==> src/core/stsrq_pkg.sv <==
// Constants, field positions and types of the status and service-request block
package stsrq_pkg;

	localparam int BYTE_W = 8;

	// Serial poll byte fields
	localparam int SP_SCAN_IDLE = 0;
	localparam int SP_CMD_IDLE  = 1;
	localparam int SP_FAULT_SUM = 2;
	localparam int SP_MEAS_SUM  = 3;
	localparam int SP_OUT_AVAIL = 4;
	localparam int SP_EVENT_SUM = 5;
	localparam int SP_SRQ       = 6;

	// Standard event byte fields
	localparam int EV_RX_OVF   = 0;
	localparam int EV_TX_OVF   = 2;
	localparam int EV_CMD_FAIL = 4;
	localparam int EV_ILLEGAL  = 5;
	localparam int EV_USER     = 6;
	localparam int EV_POWER_ON = 7;

	// Measurement byte fields
	localparam int MS_OVL_INPUT  = 0;
	localparam int MS_OVL_FILTER = 1;
	localparam int MS_OVL_OUTPUT = 2;
	localparam int MS_UNLOCK     = 3;
	localparam int MS_RANGE      = 4;
	localparam int MS_TAU        = 5;
	localparam int MS_TRIG       = 6;

	// Fault byte fields
	localparam int FT_BACKUP     = 1;
	localparam int FT_RAM        = 2;
	localparam int FT_ROM        = 4;
	localparam int FT_FAST_ABORT = 5;
	localparam int FT_DSP        = 6;
	localparam int FT_MATH       = 7;

	// Implemented bits, the others read zero; poll bits that can raise a request
	localparam logic [7:0] STD_VALID    = 8'hF5;
	localparam logic [7:0] MEAS_VALID   = 8'h7F;
	localparam logic [7:0] FAULT_VALID  = 8'hF6;
	localparam logic [7:0] SP_REQ_MASK  = 8'h3F;

	// Reset values; power-on shows in the standard event byte
	localparam logic [7:0] STD_RESET    = 8'h80;
	localparam logic [7:0] MEAS_RESET   = 8'h00;
	localparam logic [7:0] FAULT_RESET  = 8'h00;
	localparam logic [7:0] ENABLE_RESET = 8'h00;

	// Detection range limits in units of 0.01 Hz (199.21 Hz, 203.12 Hz)
	localparam logic [31:0] RANGE_LOW_CHZ  = 32'h0000_4DD1;
	localparam logic [31:0] RANGE_HIGH_CHZ = 32'h0000_4F58;

	typedef enum logic [2:0] {
		TGT_SPOLL,
		TGT_STD,
		TGT_MEAS,
		TGT_FAULT,
		TGT_SP_EN,
		TGT_STD_EN,
		TGT_MEAS_EN,
		TGT_FAULT_EN
	} stsrq_target_t;

endpackage : stsrq_pkg

==> src/core/stsrq_byte_if.sv <==
// Link between the controller and one sticky status byte
interface stsrq_byte_if;
	logic [7:0] set_ev;
	logic [7:0] clr_mask;
	logic [7:0] en_we;
	logic [7:0] en_wdata;
	logic [7:0] status;
	logic [7:0] enable;
	logic       summary;

	modport ctrl (
		output set_ev, clr_mask, en_we, en_wdata,
		input  status, enable, summary
	);
	modport store (
		input  set_ev, clr_mask, en_we, en_wdata,
		output status, enable, summary
	);
endinterface : stsrq_byte_if

==> src/core/stsrq_status_srq.sv <==
// Status bytes, serial poll byte and service request of the instrument
// Notes on behaviour
// - Each status bit reads 1 while its event happened or condition holds.
// - Poll bit 0 means no scan running (pause counts running); bit 1 idle.
// - Poll bit 4 shows a non-empty output buffer; bit 7 always reads zero.
// - Poll bits 2, 3, 5 are OR of their byte ANDed with its mask.
// - Summary stays set until all enabled source bits are cleared.
// - A poll-byte query changes nothing; each bit tracks its condition.
// - Queried bit 6 is 1 whenever any enabled poll bit is set.
// - A serial poll clears nothing but the request bit.
// - First poll after a request returns bit 6 set and withdraws it.
// - A request rises only on a 0-to-1 change of an enabled bit.
// - Several bits in one byte give one request through the summary.
// - Event bits 0 and 2 mark queue overflows; overflows flush the queues.
// - Event bit 4 marks failed command or bad parameter; bit 5 illegal.
// - Event bit 6 marks key or knob, bit 7 power-on; bits 1, 3 unused.
// - Event, measurement and fault bits stick until read or cleared.
// - Measurement bits 0..3: input, filter, output overload, reference unlock.
// - Measurement bit 4 marks a detection range switch at 199.21/203.12 Hz.
// - Bit 5 marks indirect time-constant change; bit 6 external-mode trigger.
// - Fault bits 1, 2, 4: backup failure, RAM error, ROM error.
// - Fault bits 5, 6, 7: fast transfer abort, processor test, math error.
// - Whole-byte read clears the byte; single-bit read clears that bit.
// - Clear-status clears all status bytes and keeps every enable mask.
module stsrq_status_srq (
	// Clock and reset
	input  wire logic                    ref_clk_i,
	input  wire logic                    rst_i,
	// Query port
	input  wire logic                    query_valid_i,
	input  wire stsrq_pkg::stsrq_target_t query_sel_i,
	input  wire logic                    query_bit_mode_i,
	input  wire logic [2:0]              query_bit_idx_i,
	output logic [7:0]                   query_data_o,
	output logic                         query_done_o,
	// Enable mask write port
	input  wire logic                    write_valid_i,
	input  wire stsrq_pkg::stsrq_target_t write_sel_i,
	input  wire logic                    write_bit_mode_i,
	input  wire logic [2:0]              write_bit_idx_i,
	input  wire logic [7:0]              write_data_i,
	// Clear-status command
	input  wire logic                    clear_status_i,
	// Serial poll and service request
	input  wire logic                    serial_poll_i,
	output logic [7:0]                   spoll_data_o,
	output logic                         spoll_done_o,
	output logic                         srq_o,
	// Live conditions
	input  wire logic                    scan_idle_i,
	input  wire logic                    command_idle_i,
	input  wire logic                    out_buffer_nonempty_i,
	// Command and front-panel events
	input  wire logic                    rx_queue_overflow_i,
	input  wire logic                    tx_queue_overflow_i,
	input  wire logic                    command_failed_i,
	input  wire logic                    illegal_command_i,
	input  wire logic                    user_activity_i,
	output logic                         queue_flush_o,
	// Measurement events
	input  wire logic                    overload_input_i,
	input  wire logic                    overload_filter_i,
	input  wire logic                    overload_output_i,
	input  wire logic                    ref_unlocked_i,
	input  wire logic [31:0]             detect_freq_chz_i,
	input  wire logic                    indirect_tau_change_i,
	input  wire logic                    storage_trigger_i,
	input  wire logic                    ext_trigger_mode_i,
	output logic                         upper_range_o,
	// Fault events
	input  wire logic                    backup_fail_i,
	input  wire logic                    ram_fail_i,
	input  wire logic                    rom_fail_i,
	input  wire logic                    fast_abort_i,
	input  wire logic                    dsp_fail_i,
	input  wire logic                    math_error_i
);

	typedef struct packed {
		logic [7:0] sp_enable;
		logic [7:0] prev_enabled;
		logic       pending;
		logic       upper_range;
		logic [7:0] query_data;
		logic       query_done;
		logic [7:0] spoll_data;
		logic       spoll_done;
		logic       queue_flush;
	} stsrq_state_t;

	stsrq_state_t q;
	stsrq_state_t next_q;

	stsrq_byte_if std_if ();
	stsrq_byte_if meas_if ();
	stsrq_byte_if fault_if ();

	logic [7:0] sp_live;
	logic [7:0] sp_enabled;
	logic [7:0] sp_rise;
	logic [7:0] stb_byte;
	logic       range_ev;

	// Whole byte or a single bit selected by index
	function automatic logic [7:0] sel_mask(input logic bit_mode,
		input logic [2:0] idx);
		logic [7:0] m;
		m = 8'hFF;
		if (bit_mode)
		begin
			m = 8'h01 << idx;
		end
		return m;
	endfunction : sel_mask

	// Value returned by a query of a whole byte or of one bit
	function automatic logic [7:0] bit_pick(input logic [7:0] src,
		input logic bit_mode, input logic [2:0] idx);
		logic [7:0] v;
		v = src;
		if (bit_mode)
		begin
			v = {7'h00, src[idx]};
		end
		return v;
	endfunction : bit_pick

	stsrq_status_byte #(
		.VALID (stsrq_pkg::STD_VALID),
		.RESET (stsrq_pkg::STD_RESET)
	) u_std (
		.ref_clk_i (ref_clk_i),
		.rst_i     (rst_i),
		.bus       (std_if)
	);

	stsrq_status_byte #(
		.VALID (stsrq_pkg::MEAS_VALID),
		.RESET (stsrq_pkg::MEAS_RESET)
	) u_meas (
		.ref_clk_i (ref_clk_i),
		.rst_i     (rst_i),
		.bus       (meas_if)
	);

	stsrq_status_byte #(
		.VALID (stsrq_pkg::FAULT_VALID),
		.RESET (stsrq_pkg::FAULT_RESET)
	) u_fault (
		.ref_clk_i (ref_clk_i),
		.rst_i     (rst_i),
		.bus       (fault_if)
	);

	// Serial poll byte built from live conditions and summaries
	always_comb
	begin
		sp_live = 8'h00;
		sp_live[stsrq_pkg::SP_SCAN_IDLE] = scan_idle_i;
		sp_live[stsrq_pkg::SP_CMD_IDLE]  = command_idle_i;
		sp_live[stsrq_pkg::SP_FAULT_SUM] = fault_if.summary;
		sp_live[stsrq_pkg::SP_MEAS_SUM]  = meas_if.summary;
		sp_live[stsrq_pkg::SP_OUT_AVAIL] = out_buffer_nonempty_i;
		sp_live[stsrq_pkg::SP_EVENT_SUM] = std_if.summary;
		sp_enabled = sp_live & q.sp_enable & stsrq_pkg::SP_REQ_MASK;
		sp_rise    = sp_enabled & ~q.prev_enabled;
		stb_byte   = sp_live;
		stb_byte[stsrq_pkg::SP_SRQ] = |sp_enabled;
	end

	// Detection range with hysteresis between the two limits
	always_comb
	begin
		range_ev = 1'b0;
		if (!q.upper_range && detect_freq_chz_i > stsrq_pkg::RANGE_HIGH_CHZ)
		begin
			range_ev = 1'b1;
		end
		else if (q.upper_range && detect_freq_chz_i < stsrq_pkg::RANGE_LOW_CHZ)
		begin
			range_ev = 1'b1;
		end
	end

	// Events into the sticky bytes
	always_comb
	begin
		std_if.set_ev = 8'h00;
		std_if.set_ev[stsrq_pkg::EV_RX_OVF]   = rx_queue_overflow_i;
		std_if.set_ev[stsrq_pkg::EV_TX_OVF]   = tx_queue_overflow_i;
		std_if.set_ev[stsrq_pkg::EV_CMD_FAIL] = command_failed_i;
		std_if.set_ev[stsrq_pkg::EV_ILLEGAL]  = illegal_command_i;
		std_if.set_ev[stsrq_pkg::EV_USER]     = user_activity_i;

		meas_if.set_ev = 8'h00;
		meas_if.set_ev[stsrq_pkg::MS_OVL_INPUT]  = overload_input_i;
		meas_if.set_ev[stsrq_pkg::MS_OVL_FILTER] = overload_filter_i;
		meas_if.set_ev[stsrq_pkg::MS_OVL_OUTPUT] = overload_output_i;
		meas_if.set_ev[stsrq_pkg::MS_UNLOCK]     = ref_unlocked_i;
		meas_if.set_ev[stsrq_pkg::MS_RANGE]      = range_ev;
		meas_if.set_ev[stsrq_pkg::MS_TAU]        = indirect_tau_change_i;
		meas_if.set_ev[stsrq_pkg::MS_TRIG]       =
			storage_trigger_i & ext_trigger_mode_i;

		fault_if.set_ev = 8'h00;
		fault_if.set_ev[stsrq_pkg::FT_BACKUP]     = backup_fail_i;
		fault_if.set_ev[stsrq_pkg::FT_RAM]        = ram_fail_i;
		fault_if.set_ev[stsrq_pkg::FT_ROM]        = rom_fail_i;
		fault_if.set_ev[stsrq_pkg::FT_FAST_ABORT] = fast_abort_i;
		fault_if.set_ev[stsrq_pkg::FT_DSP]        = dsp_fail_i;
		fault_if.set_ev[stsrq_pkg::FT_MATH]       = math_error_i;
	end

	// Clears by query and by clear-status, and enable mask writes
	always_comb
	begin
		logic [7:0] rd_mask;
		logic [7:0] wr_mask;
		logic [7:0] wr_data;
		rd_mask = sel_mask(query_bit_mode_i, query_bit_idx_i);
		wr_mask = sel_mask(write_bit_mode_i, write_bit_idx_i);
		wr_data = write_bit_mode_i ? {8{write_data_i[0]}} : write_data_i;

		std_if.clr_mask   = clear_status_i ? 8'hFF : 8'h00;
		meas_if.clr_mask  = clear_status_i ? 8'hFF : 8'h00;
		fault_if.clr_mask = clear_status_i ? 8'hFF : 8'h00;
		if (query_valid_i)
		begin
			case (query_sel_i)
				stsrq_pkg::TGT_STD:   std_if.clr_mask   |= rd_mask;
				stsrq_pkg::TGT_MEAS:  meas_if.clr_mask  |= rd_mask;
				stsrq_pkg::TGT_FAULT: fault_if.clr_mask |= rd_mask;
				default:              ;
			endcase
		end

		std_if.en_we     = 8'h00;
		meas_if.en_we    = 8'h00;
		fault_if.en_we   = 8'h00;
		std_if.en_wdata  = wr_data;
		meas_if.en_wdata = wr_data;
		fault_if.en_wdata = wr_data;
		if (write_valid_i)
		begin
			case (write_sel_i)
				stsrq_pkg::TGT_STD_EN:   std_if.en_we   = wr_mask;
				stsrq_pkg::TGT_MEAS_EN:  meas_if.en_we  = wr_mask;
				stsrq_pkg::TGT_FAULT_EN: fault_if.en_we = wr_mask;
				default:                 ;
			endcase
		end
	end

	// Next state of the controller
	always_comb
	begin
		logic [7:0] src;
		logic [7:0] wr_mask;
		logic [7:0] wr_data;
		src     = 8'h00;
		next_q  = q;
		wr_mask = sel_mask(write_bit_mode_i, write_bit_idx_i);
		wr_data = write_bit_mode_i ? {8{write_data_i[0]}} : write_data_i;

		if (write_valid_i && write_sel_i == stsrq_pkg::TGT_SP_EN)
		begin
			next_q.sp_enable = (q.sp_enable & ~wr_mask) | (wr_data & wr_mask);
		end

		if (range_ev)
		begin
			next_q.upper_range = ~q.upper_range;
		end

		// A new rise wins over the withdrawal by a poll
		next_q.prev_enabled = sp_enabled;
		next_q.pending = (|sp_rise) |
			(q.pending & ~serial_poll_i & ~clear_status_i);

		// Poll returns the live byte with the latched request
		next_q.spoll_done = serial_poll_i;
		if (serial_poll_i)
		begin
			next_q.spoll_data = sp_live;
			next_q.spoll_data[stsrq_pkg::SP_SRQ] = q.pending;
		end

		case (query_sel_i)
			stsrq_pkg::TGT_SPOLL:    src = stb_byte;
			stsrq_pkg::TGT_STD:      src = std_if.status;
			stsrq_pkg::TGT_MEAS:     src = meas_if.status;
			stsrq_pkg::TGT_FAULT:    src = fault_if.status;
			stsrq_pkg::TGT_SP_EN:    src = q.sp_enable;
			stsrq_pkg::TGT_STD_EN:   src = std_if.enable;
			stsrq_pkg::TGT_MEAS_EN:  src = meas_if.enable;
			stsrq_pkg::TGT_FAULT_EN: src = fault_if.enable;
			default:                 src = 8'h00;
		endcase
		next_q.query_done = query_valid_i;
		if (query_valid_i)
		begin
			next_q.query_data = bit_pick(src, query_bit_mode_i, query_bit_idx_i);
		end

		next_q.queue_flush = rx_queue_overflow_i | tx_queue_overflow_i;
	end

	always_ff @(posedge ref_clk_i or posedge rst_i)
	begin
		if (rst_i)
		begin
			q.sp_enable    <= stsrq_pkg::ENABLE_RESET;
			q.prev_enabled <= 8'h00;
			q.pending      <= 1'b0;
			q.upper_range  <= 1'b0;
			q.query_data   <= 8'h00;
			q.query_done   <= 1'b0;
			q.spoll_data   <= 8'h00;
			q.spoll_done   <= 1'b0;
			q.queue_flush  <= 1'b0;
		end
		else
		begin
			q <= next_q;
		end
	end

	assign query_data_o  = q.query_data;
	assign query_done_o  = q.query_done;
	assign spoll_data_o  = q.spoll_data;
	assign spoll_done_o  = q.spoll_done;
	assign srq_o         = q.pending;
	assign queue_flush_o = q.queue_flush;
	assign upper_range_o = q.upper_range;

	a_rise_requests: assert property (
		@(posedge ref_clk_i) disable iff (rst_i)
		(sp_rise != 8'h00) |=> srq_o
	) else $error("enabled rise gave no service request");

	a_no_spurious_srq: assert property (
		@(posedge ref_clk_i) disable iff (rst_i)
		(!srq_o && sp_rise == 8'h00) |=> !srq_o
	) else $error("service request without an enabled rise");

	a_poll_bit6: assert property (
		@(posedge ref_clk_i) disable iff (rst_i)
		serial_poll_i |=> (spoll_done_o && spoll_data_o[6] == $past(srq_o))
	) else $error("poll bit 6 does not show the pending request");

	a_poll_withdraws: assert property (
		@(posedge ref_clk_i) disable iff (rst_i)
		(serial_poll_i && sp_rise == 8'h00) |=> !srq_o
	) else $error("poll did not withdraw the request");

	a_stb_bit6: assert property (
		@(posedge ref_clk_i) disable iff (rst_i)
		(query_valid_i && query_sel_i == stsrq_pkg::TGT_SPOLL && !query_bit_mode_i)
			|=> (query_data_o[6] == |($past(sp_live) & $past(q.sp_enable)
				& stsrq_pkg::SP_REQ_MASK))
	) else $error("queried bit 6 does not track enabled bits");

	a_scan_bit: assert property (
		@(posedge ref_clk_i) disable iff (rst_i)
		(query_valid_i && query_sel_i == stsrq_pkg::TGT_SPOLL && !query_bit_mode_i)
			|=> (query_data_o[0] == $past(scan_idle_i) && !query_data_o[7])
	) else $error("queried poll byte bit 0 or 7 wrong");

	a_flush_queues: assert property (
		@(posedge ref_clk_i) disable iff (rst_i)
		(rx_queue_overflow_i || tx_queue_overflow_i) |=> queue_flush_o
	) else $error("overflow did not flush the queues");

endmodule : stsrq_status_srq

==> src/core/stsrq_status_byte.sv <==
// One sticky status byte with its enable mask and summary bit
module stsrq_status_byte #(
	parameter logic [7:0] VALID = 8'hFF,
	parameter logic [7:0] RESET = 8'h00
) (
	// Clock and reset
	input  wire logic    ref_clk_i,
	input  wire logic    rst_i,
	// Controller side
	stsrq_byte_if.store  bus
);

	typedef struct packed {
		logic [7:0] status;
		logic [7:0] enable;
	} stsrq_byte_state_t;

	stsrq_byte_state_t q;
	stsrq_byte_state_t next_q;

	always_comb
	begin
		next_q = q;
		// A new event wins over a clear in the same cycle
		next_q.status = ((q.status & ~bus.clr_mask) | bus.set_ev) & VALID;
		next_q.enable = (q.enable & ~bus.en_we) | (bus.en_wdata & bus.en_we);
	end

	always_ff @(posedge ref_clk_i or posedge rst_i)
	begin
		if (rst_i)
		begin
			q.status <= RESET;
			q.enable <= stsrq_pkg::ENABLE_RESET;
		end
		else
		begin
			q <= next_q;
		end
	end

	assign bus.status  = q.status;
	assign bus.enable  = q.enable;
	assign bus.summary = |(q.status & q.enable);

	a_sticky_hold: assert property (
		@(posedge ref_clk_i) disable iff (rst_i)
		(bus.clr_mask == 8'h00) |=> ((q.status & $past(q.status)) == $past(q.status))
	) else $error("status bit dropped without a clear");

	a_event_wins: assert property (
		@(posedge ref_clk_i) disable iff (rst_i)
		(bus.set_ev != 8'h00) |=>
			((q.status & $past(bus.set_ev) & VALID) ==
				($past(bus.set_ev) & VALID))
	) else $error("event did not set its status bit");

	a_read_clears: assert property (
		@(posedge ref_clk_i) disable iff (rst_i)
		(bus.set_ev == 8'h00 && bus.clr_mask != 8'h00) |=>
			((q.status & $past(bus.clr_mask)) == 8'h00)
	) else $error("read did not clear the addressed bits");

	a_mask_kept: assert property (
		@(posedge ref_clk_i) disable iff (rst_i)
		(bus.en_we == 8'h00) |=> (q.enable == $past(q.enable))
	) else $error("enable mask changed without a write");

endmodule : stsrq_status_byte

==> config.mk <==
export PLATFORM = sky130hd
export DESIGN_NAME = stsrq_status_srq
export DESIGN_NICKNAME = d
export VERILOG_FILES = /design/src/core/stsrq_pkg.sv /design/src/core/stsrq_byte_if.sv /design/src/core/stsrq_status_srq.sv /design/src/core/stsrq_status_byte.sv
export SDC_FILE = /design/constraint.sdc
export NUM_CORES = 1
export LEC_CHECK = 0
export BUFFER_PORTS_ARGS = -buffer_cell sky130_fd_sc_hd__buf_2
export CAP_MARGIN = 10
export CORE_AREA = 2 2 95 97
export CTS_BUF_LIST = sky130_fd_sc_hd__clkbuf_8
export DETAILED_ROUTE_END_ITERATION = 7
export DIE_AREA = 0 0 97 99
export GPL_ROUTABILITY_DRIVEN = 0
export PLACE_DENSITY = 0.79
export SLEW_MARGIN = 10
export SYNTH_ARGS = -nofsm -noshare
export SYNTH_HDL_FRONTEND = slang
export SYNTH_HIERARCHICAL = 1
export SYNTH_SLANG_ARGS = --single-unit
export TNS_END_PERCENT = 10
==> constraint.sdc <==
create_clock -name ref_clk_i -period 2.4 [get_ports ref_clk_i]
set_clock_uncertainty 0.2 [all_clocks]
set_input_delay 0.12 -clock ref_clk_i [delete_from_list [all_inputs] [get_ports ref_clk_i]]
set_output_delay 0.12 -clock ref_clk_i [all_outputs]
set_load 0.005 [all_outputs]
# == Word level (Yosys, flattened, before mapping) ==
# Index checks and enable logic that the tools add are counted.
# op_classes
n_addsub,0
multipliers,0
div,0
n_lt_le_gt_ge,3
n_eq_ne,11
n_shift,2
muxes,22
bitwise_logic,40
reduce_logical,10
# ops
op,count
two-way mux 8 bit,15
AND 8 bit,12
case mux 8 bit (8 select lines),1
inverter 8 bit,6
OR 8 bit,6
greater-than comparator 32 x 15 -> 1 bit (second input constant),1
less-than comparator 32 x 15 -> 1 bit (second input constant),1
OR reduction 8 bit,4
equality test 3 bit (second input constant),8
<< shifter 1 x 3 -> 8 bit (first input constant),2
two-way mux 7 bit,2
AND 6 x 8 -> 8 bit,1
AND 7 x 8 -> 8 bit,1
inverter 6 -> 8 bit,1
OR 8 x 7 -> 8 bit,1
AND 7 bit,1
inverter 7 bit,1
OR 7 bit,1
AND 6 bit,1
equality test 3 x 2 -> 1 bit (second input constant),2
OR reduction 6 bit,1
less-than comparator 3 x 4 -> 1 bit (second input constant),1
AND 1 bit,3
binary-select mux 1 bit (select 3 bit),1
other kinds (7),14
# totals
reg_bits,77
latch_bits,0
ramBits,0
romBits,0
output_inout_bits,21
word_cells,103
memories,0

# == Logic depth before layout (Yosys ltp) ==
# Gate-level depths: netlist of run 1.
# logic_depth
depth_word,8
ltp_mapped,8
ltp_nobuf,8

# == Modules after synthesis ==
# The synthesis of run 1 kept the hierarchy.
# by_module_without_submodules
mod,instances,cells_each,area_per_inst_um2
stsrq_status_srq,1,336,2788.9
stsrq_status_byte (u_meas),1,44,590.6
stsrq_status_byte (u_std),1,42,589.3
stsrq_status_byte (u_fault),1,42,588.1

# == Least setup slack after synthesis of run 1 ==
# No wires, ideal clock.
# synth_path
path_type,register to register
start,"register, netlist name u_meas/bus.status[5]"
end,"register q, in the netlist query_data_o[0]"
setup_time_ns,0.132
arrival_ns,1.726
t_required_ns,2.068
setup_slack_ns,0.342
path_stages_with_launch,8
period_less_slack_ns,2.058
cell_sequence,dfrtp_1 -> a222oi_1 -> nand3_1 -> and2_1 -> or3_1 -> a2bb2oi_1 -> o221ai_1 -> o211ai_2
# synth_rtl
element,line,source
end signal: assignment,stsrq_status_srq.sv:324,q <= next_q;
end: declaration,stsrq_status_srq.sv:91,stsrq_state_t q;

==> flow_metrics.env, run 1 <==
export IMPL_status="finished, final reports clean"
export IMPL_drt_iter0_markers=258
export IMPL_min_path_cells=5
export IMPL_dr_total_vias=3871
export IMPL_regArea_um2=1930
export IMPL_cp_end_kind="flop"
export IMPL_cts_sink_count=77
export IMPL_insertedDiodeCount=0
export IMPL_viasPerCell=5.64
export IMPL_arrival_ns=2.27
export IMPL_clock_latency_ns=0.35
export IMPL_grt_overflow=0
export IMPL_syn_inst=459
export IMPL_netlist_area_um2=4520
export IMPL_grt_max_degree=35
export IMPL_hold_class="in2reg"
export IMPL_ff2ff_path_depth=7
export IMPL_drtPass1Iterations=5
export IMPL_rows=34
export IMPL_hold_start="detect_freq_chz_i[21]"
export IMPL_nets=654
export IMPL_root_buffer="clkbuf_8"
export IMPL_yosysWarnings=6
export IMPL_hold_viol=0
export IMPL_pin_count=102
export IMPL_fp_coreArea_um2=8550
export IMPL_fin_cells=686
export IMPL_fin_crit_sh=0.939
export IMPL_cp_max_fo=3
export IMPL_fillerInstances=671
export IMPL_fin_setup_tns_ns=0
export IMPL_routed_wl_um=11800
export IMPL_cpPeakStageDelay_ns=0.40
export IMPL_cts_buffers=9
export IMPL_drive_gt1_frac=0.299
export IMPL_slew_violations=0
export IMPL_min_to="upper_range_o"
export IMPL_io_buffers=100
export IMPL_slowest_stage="dfrtp_1"
export IMPL_grt_pass1_wl_um=19100
export IMPL_grt_pass1_vias=3838
export IMPL_antenna_found_initial=0
export IMPL_cap_violations=0
export IMPL_power_total_w=0.00359
export IMPL_period_minus_slack_ns=2.25
export IMPL_cts_tree="built"
export IMPL_cellPowerDensity_nw_per_um2=656
export IMPL_slew_headroom=0.520
export IMPL_hpwl_um=9080
export IMPL_start_kind="flop"
export IMPL_die_width_um=97
export IMPL_wl_per_cell_um=17.2
export IMPL_grt_use_total=0.250
export IMPL_path_cells="a222oi_1 > nand3_1 > and2_1 > or3_1 > a2bb2oi_1 > o221ai_1 > o211ai_2"
export IMPL_setup_slack_ns=0.147
export IMPL_drc_errors=0
export IMPL_setup_viol=0
export IMPL_timing_fmax_ghz=0.444
export IMPL_die_area_um2=9600
export IMPL_peakVddDrop_uv=336
export IMPL_h_tree_depth=3
export IMPL_worst_pin_slew_ns=0.712
export IMPL_leakage_nw=2.82
export IMPL_start_util=0.529
export IMPL_die_height_um=99
export IMPL_dp_cells=640
export IMPL_cts_clk_slew_worst_paths_ns=0.08
export IMPL_dp_slack_ns=0.185
export IMPL_rrSetupSlack_ns=0.15
export IMPL_area_growth_pct=21.0
export IMPL_multi_input_area_um2=2190
export IMPL_synth_area_per_cell_um2=9.85
export IMPL_clk_path_buf_depth=2
export IMPL_crit_type="reg2reg"
export IMPL_holdWs_ns=0.0385
export IMPL_required_ns=2.42
export IMPL_timing_rr_end="query_data_o[0]"
export IMPL_ant_nets=0
[report_power, final]
group	internal, W	total [W]	leakage (nW)	switching (W)
Combinational	0.000499	0.000922	1.80	0.000423
Clock	0.000467	0.000921	0.101	0.000454
Sequential	0.00154	0.00174	0.919	0.000205
[per-layer routing]
metal | global-route usage | part of all wire
met5 | 0 | 0
met4 | 0.0563 | 0.023
met1 | 0.338 | 0.44
met3 | 0.0546 | 0.071
met2 | 0.417 | 0.46
[how the worst max path moves through the flow]
stage                               from               to  slack, ns  cells past startpoint
finish                              flop  query_data_o[0]       0.15                      7
floorplan           u_meas/bus.status[5]  query_data_o[0]       0.34                      7
global placement    u_meas/bus.status[5]  query_data_o[0]       0.24                      7
global route                        flop  query_data_o[0]      -0.04                      7
CTS                 u_meas/bus.status[5]  query_data_o[0]       0.17                      7
detailed placement  u_meas/bus.status[5]  query_data_o[0]       0.18                      7
[stage by stage]
step / utilization / instance area [µm²]
finish: 0.639 / 5470
global route: 0.639 / 5470
global placement: 0.583 / 4990
detailed placement: 0.583 / 4990
floorplan: - / 4530
CTS: 0.639 / 5460
[critical path: cells and delay by family (launching register included)]
| family | cells | cell delay [ns] |
|---|---|---|
| flops | 1 | 0.40 |
| simple gates | 3 | 0.64 |
| compound gates | 4 | 0.89 |
[cells in the final DEF, fill, tap and decap left out, drive strengths merged, types with 3 or more instances in the layout]
master / instances
buf: 107
dfrtp: 76
inv: 52
nor2: 50
mux2: 41
a21o: 39
dlygate4sd3: 29
nand2: 18
o21ai: 18
mux2i: 17
nand2b: 9
clkbuf: 9
a22oi: 8
or3: 7
a21boi: 7
conb: 7
nand4: 6
nor2b: 5
a21oi: 5
o221ai: 4
o22ai: 4
o21a: 4
o32ai: 4
nor4: 4
nand3: 4
mux4: 3
or2: 3
nor3: 3
clkinv: 3
[area by class of cell]
type	count	area share
clock inverters	7	0.0110
well taps	108	0.0247
inverters	50	0.0343
flip-flops and latches	77	0.353
repair buffers	136	0.154
clock buffers	9	0.0227
multi-input cells	299	0.400
[repair_timing]
item / 4_1_cts / 5_1_grt
endpoints found under the setup margin: 0 / 1
buffers inserted: 0 / 1
gates resized for setup: 0 / 0
hold endpoints to repair: 116 / 0
hold buffers: 29 / 0
Note: power is estimated with default switching activity, not from simulation.
==> run 2: changes to the inputs <==
- CORE_AREA: 2 2 95 97 -> 2 2 90 92
- DIE_AREA: 0 0 97 99 -> 0 0 92 94
- PLACE_DENSITY: 0.79 -> 0.87
- clock period: 2.4 -> 2.65 ns (I/O delays scaled with it)
==> run 2 against run 1 <==
  * Total power fell by 3.1%
  * Global-route usage rose by 3.7 points
  * Final area rose by 0.18%
  * Setup slack improved by 0.13 ns
  * Maximum frequency fell by 5.2%
  * Die area fell by 9.9%
  * Sequential power fell by 9%
  * Core utilization rose by 8.1 points
  * Hold slack improved by 0.0073 ns
  * Sequential share of layout area fell by 0.064 points
  * First-iteration DRC count rose by 38%
  * Critical path type unchanged
  * Largest cell class unchanged
  * Highest routed layer unchanged
==> flow_metrics.env, run 2 (synthesis results as in run 1) <==
export IMPL_status="finished, final reports clean"
export IMPL_critPathTopFamily="compound AO/OA/AOI/OAI gates"
export IMPL_hold_class="in2reg"
export IMPL_rows=32
export IMPL_drtPass1Iterations=6
export IMPL_clock_latency_ns=0.35
export IMPL_start_util=0.594
export IMPL_crit_cells=7
export IMPL_cts_setup_buffers=0
export IMPL_cellPowerDensity_nw_per_um2=635
export IMPL_path_cells="a222oi_1 > nand3_1 > and2_1 > or3_1 > a2bb2oi_1 > o221ai_1 > o211ai_2"
export IMPL_die_height_um=94
export IMPL_peakVddDrop_uv=309
export IMPL_hold_start="query_bit_idx_i[0]"
export IMPL_arrival_ns=2.40
export IMPL_fin_crit_sh=0.897
export IMPL_routed_wl_um=12200
export IMPL_leakage_nw=2.81
export IMPL_die_area_um2=8650
export IMPL_antenna_found_initial=0
export IMPL_rrSetupSlack_ns=0.27
export IMPL_grt_pass1_wl_um=19300
export IMPL_slew_headroom=0.501
export IMPL_crit_type="reg2reg"
export IMPL_ff2ff_path_depth=7
export IMPL_cap_violations=0
export IMPL_dp_cells=630
export IMPL_grt_max_degree=35
export IMPL_fillerInstances=536
export IMPL_ant_nets=0
export IMPL_cts_clk_slew_worst_paths_ns=0.09
export IMPL_fp_coreArea_um2=7610
export IMPL_wl_per_cell_um=18.1
export IMPL_grt_use_total=0.287
export IMPL_grt_overflow=0
export IMPL_grt_pass1_vias=3840
export IMPL_io_buffers=100
export IMPL_cp_end_kind="flop"
export IMPL_final_common_cell="buf_2"
export IMPL_required_ns=2.67
export IMPL_cts_tree="built"
export IMPL_min_path_cells=3
export IMPL_worst_pin_slew_ns=0.741
export IMPL_path_buf_inv=0
export IMPL_nets=649
export IMPL_viasPerCell=5.86
export IMPL_clk_path_buf_depth=2
export IMPL_timing_fmax_ghz=0.421
export IMPL_cts_resized_gates=0
export IMPL_holdWs_ns=0.0458
export IMPL_multi_input_area_um2=2190
export IMPL_drive_gt1_frac=0.295
export IMPL_root_buffer="clkbuf_8"
export IMPL_regArea_um2=1930
export IMPL_period_minus_slack_ns=2.38
export IMPL_cp_startpoint="u_meas/bus.status[5]"
export IMPL_dr_total_vias=3956
export IMPL_fin_cells=675
export IMPL_r2r_start="u_meas/bus.status[5]"
export IMPL_start_kind="flop"
export IMPL_hpwl_um=8920
export IMPL_area_growth_pct=21.2
export IMPL_die_width_um=92
export IMPL_cpPeakStageDelay_ns=0.41
export IMPL_rsz0062_at_grt="no"
export IMPL_most_common_layout_cells="buf_2 (100), dfrtp_1 (76), inv_1 (51), nor2_1 (50), a21o_1 (38)"
export IMPL_cts_sink_count=77
export IMPL_insertedDiodeCount=0
export IMPL_drc_errors=0
export IMPL_cp_max_fo=4
export IMPL_hold_viol=0
export IMPL_slowest_stage="dfrtp_1"
export IMPL_slew_violations=0
export IMPL_cts_buffers=9
export IMPL_h_tree_depth=3
export IMPL_fin_setup_tns_ns=0
export IMPL_pin_count=102
export IMPL_setup_viol=0
export IMPL_drt_iter0_markers=357
## run 2: changes by cell type in the layout (fill, tap and decap cells not counted), sizes merged
cell	previous run	this run
buf	107	102
bufinv	1	3
clkinv	3	2
inv	52	51
## run 2: final timing paths
check,to
max,query_data_o[0]
min,query_data_o[0]
max reg2reg,query_data_o[0]
min reg2reg,query_data_o[5]
max in group asynchronous,u_meas/bus.status[4]
min in group asynchronous,u_fault/bus.status[2]
## run 2: cell type report
class,count,area share
multi-input combinational,299,0.400
sequential,77,0.352
inverter,50,0.0343
clock buffer,9,0.0226
timing repair buffer,131,0.147
tap,102,0.0233
clock inverter,7,0.0210
## run 2: repair_timing
| action | 4_1_cts | 5_1_grt |
|---|---|---|
| hold buffers | 29 | 0 |
| endpoints found under the setup margin | 0 | 0 |
| endpoints found under the hold margin | 116 | 0 |
## run 2: worst reg2reg max path: stages, from the launching register on
cell and delay, ns:
dfrtp_1 0.41, a222oi_1 0.39, nand3_1 0.24, and2_1 0.22
or3_1 0.32, a2bb2oi_1 0.15, o221ai_1 0.22, o211ai_2 0.09
## run 2: where the power goes
part / leakage (nW) / total [W] / internal (W) / switching, W
Clock: 0.121 / 0.00107 / 0.000622 / 0.000451
Combinational: 1.77 / 0.000814 / 0.000437 / 0.000377
Sequential: 0.919 / 0.00159 / 0.00139 / 0.000196
Total: 2.81 / 0.00348 / 0.00245 / 0.00102
## run 2: metrics by stage
step	utilization	power [W]	setup slack, ns	area [µm²]
4_1_cts	0.720	0.00345	0.328	5480
3_3_place_gp	0.650	0.00233	0.366	4950
5_1_grt	0.720	0.00362	0.184	5480
3_5_place_dp	0.650	0.00237	0.351	4950
6_report	0.720	0.00348	0.274	5480
2_1_floorplan	-	0.00211	0.592	4530
## run 2: layer usage
layer | track usage | wire, µm
met1 | 0.382 | 5070
met2 | 0.469 | 5780
met3 | 0.0482 | 891
met4 | 0.122 | 489
met5 | 0 | 0
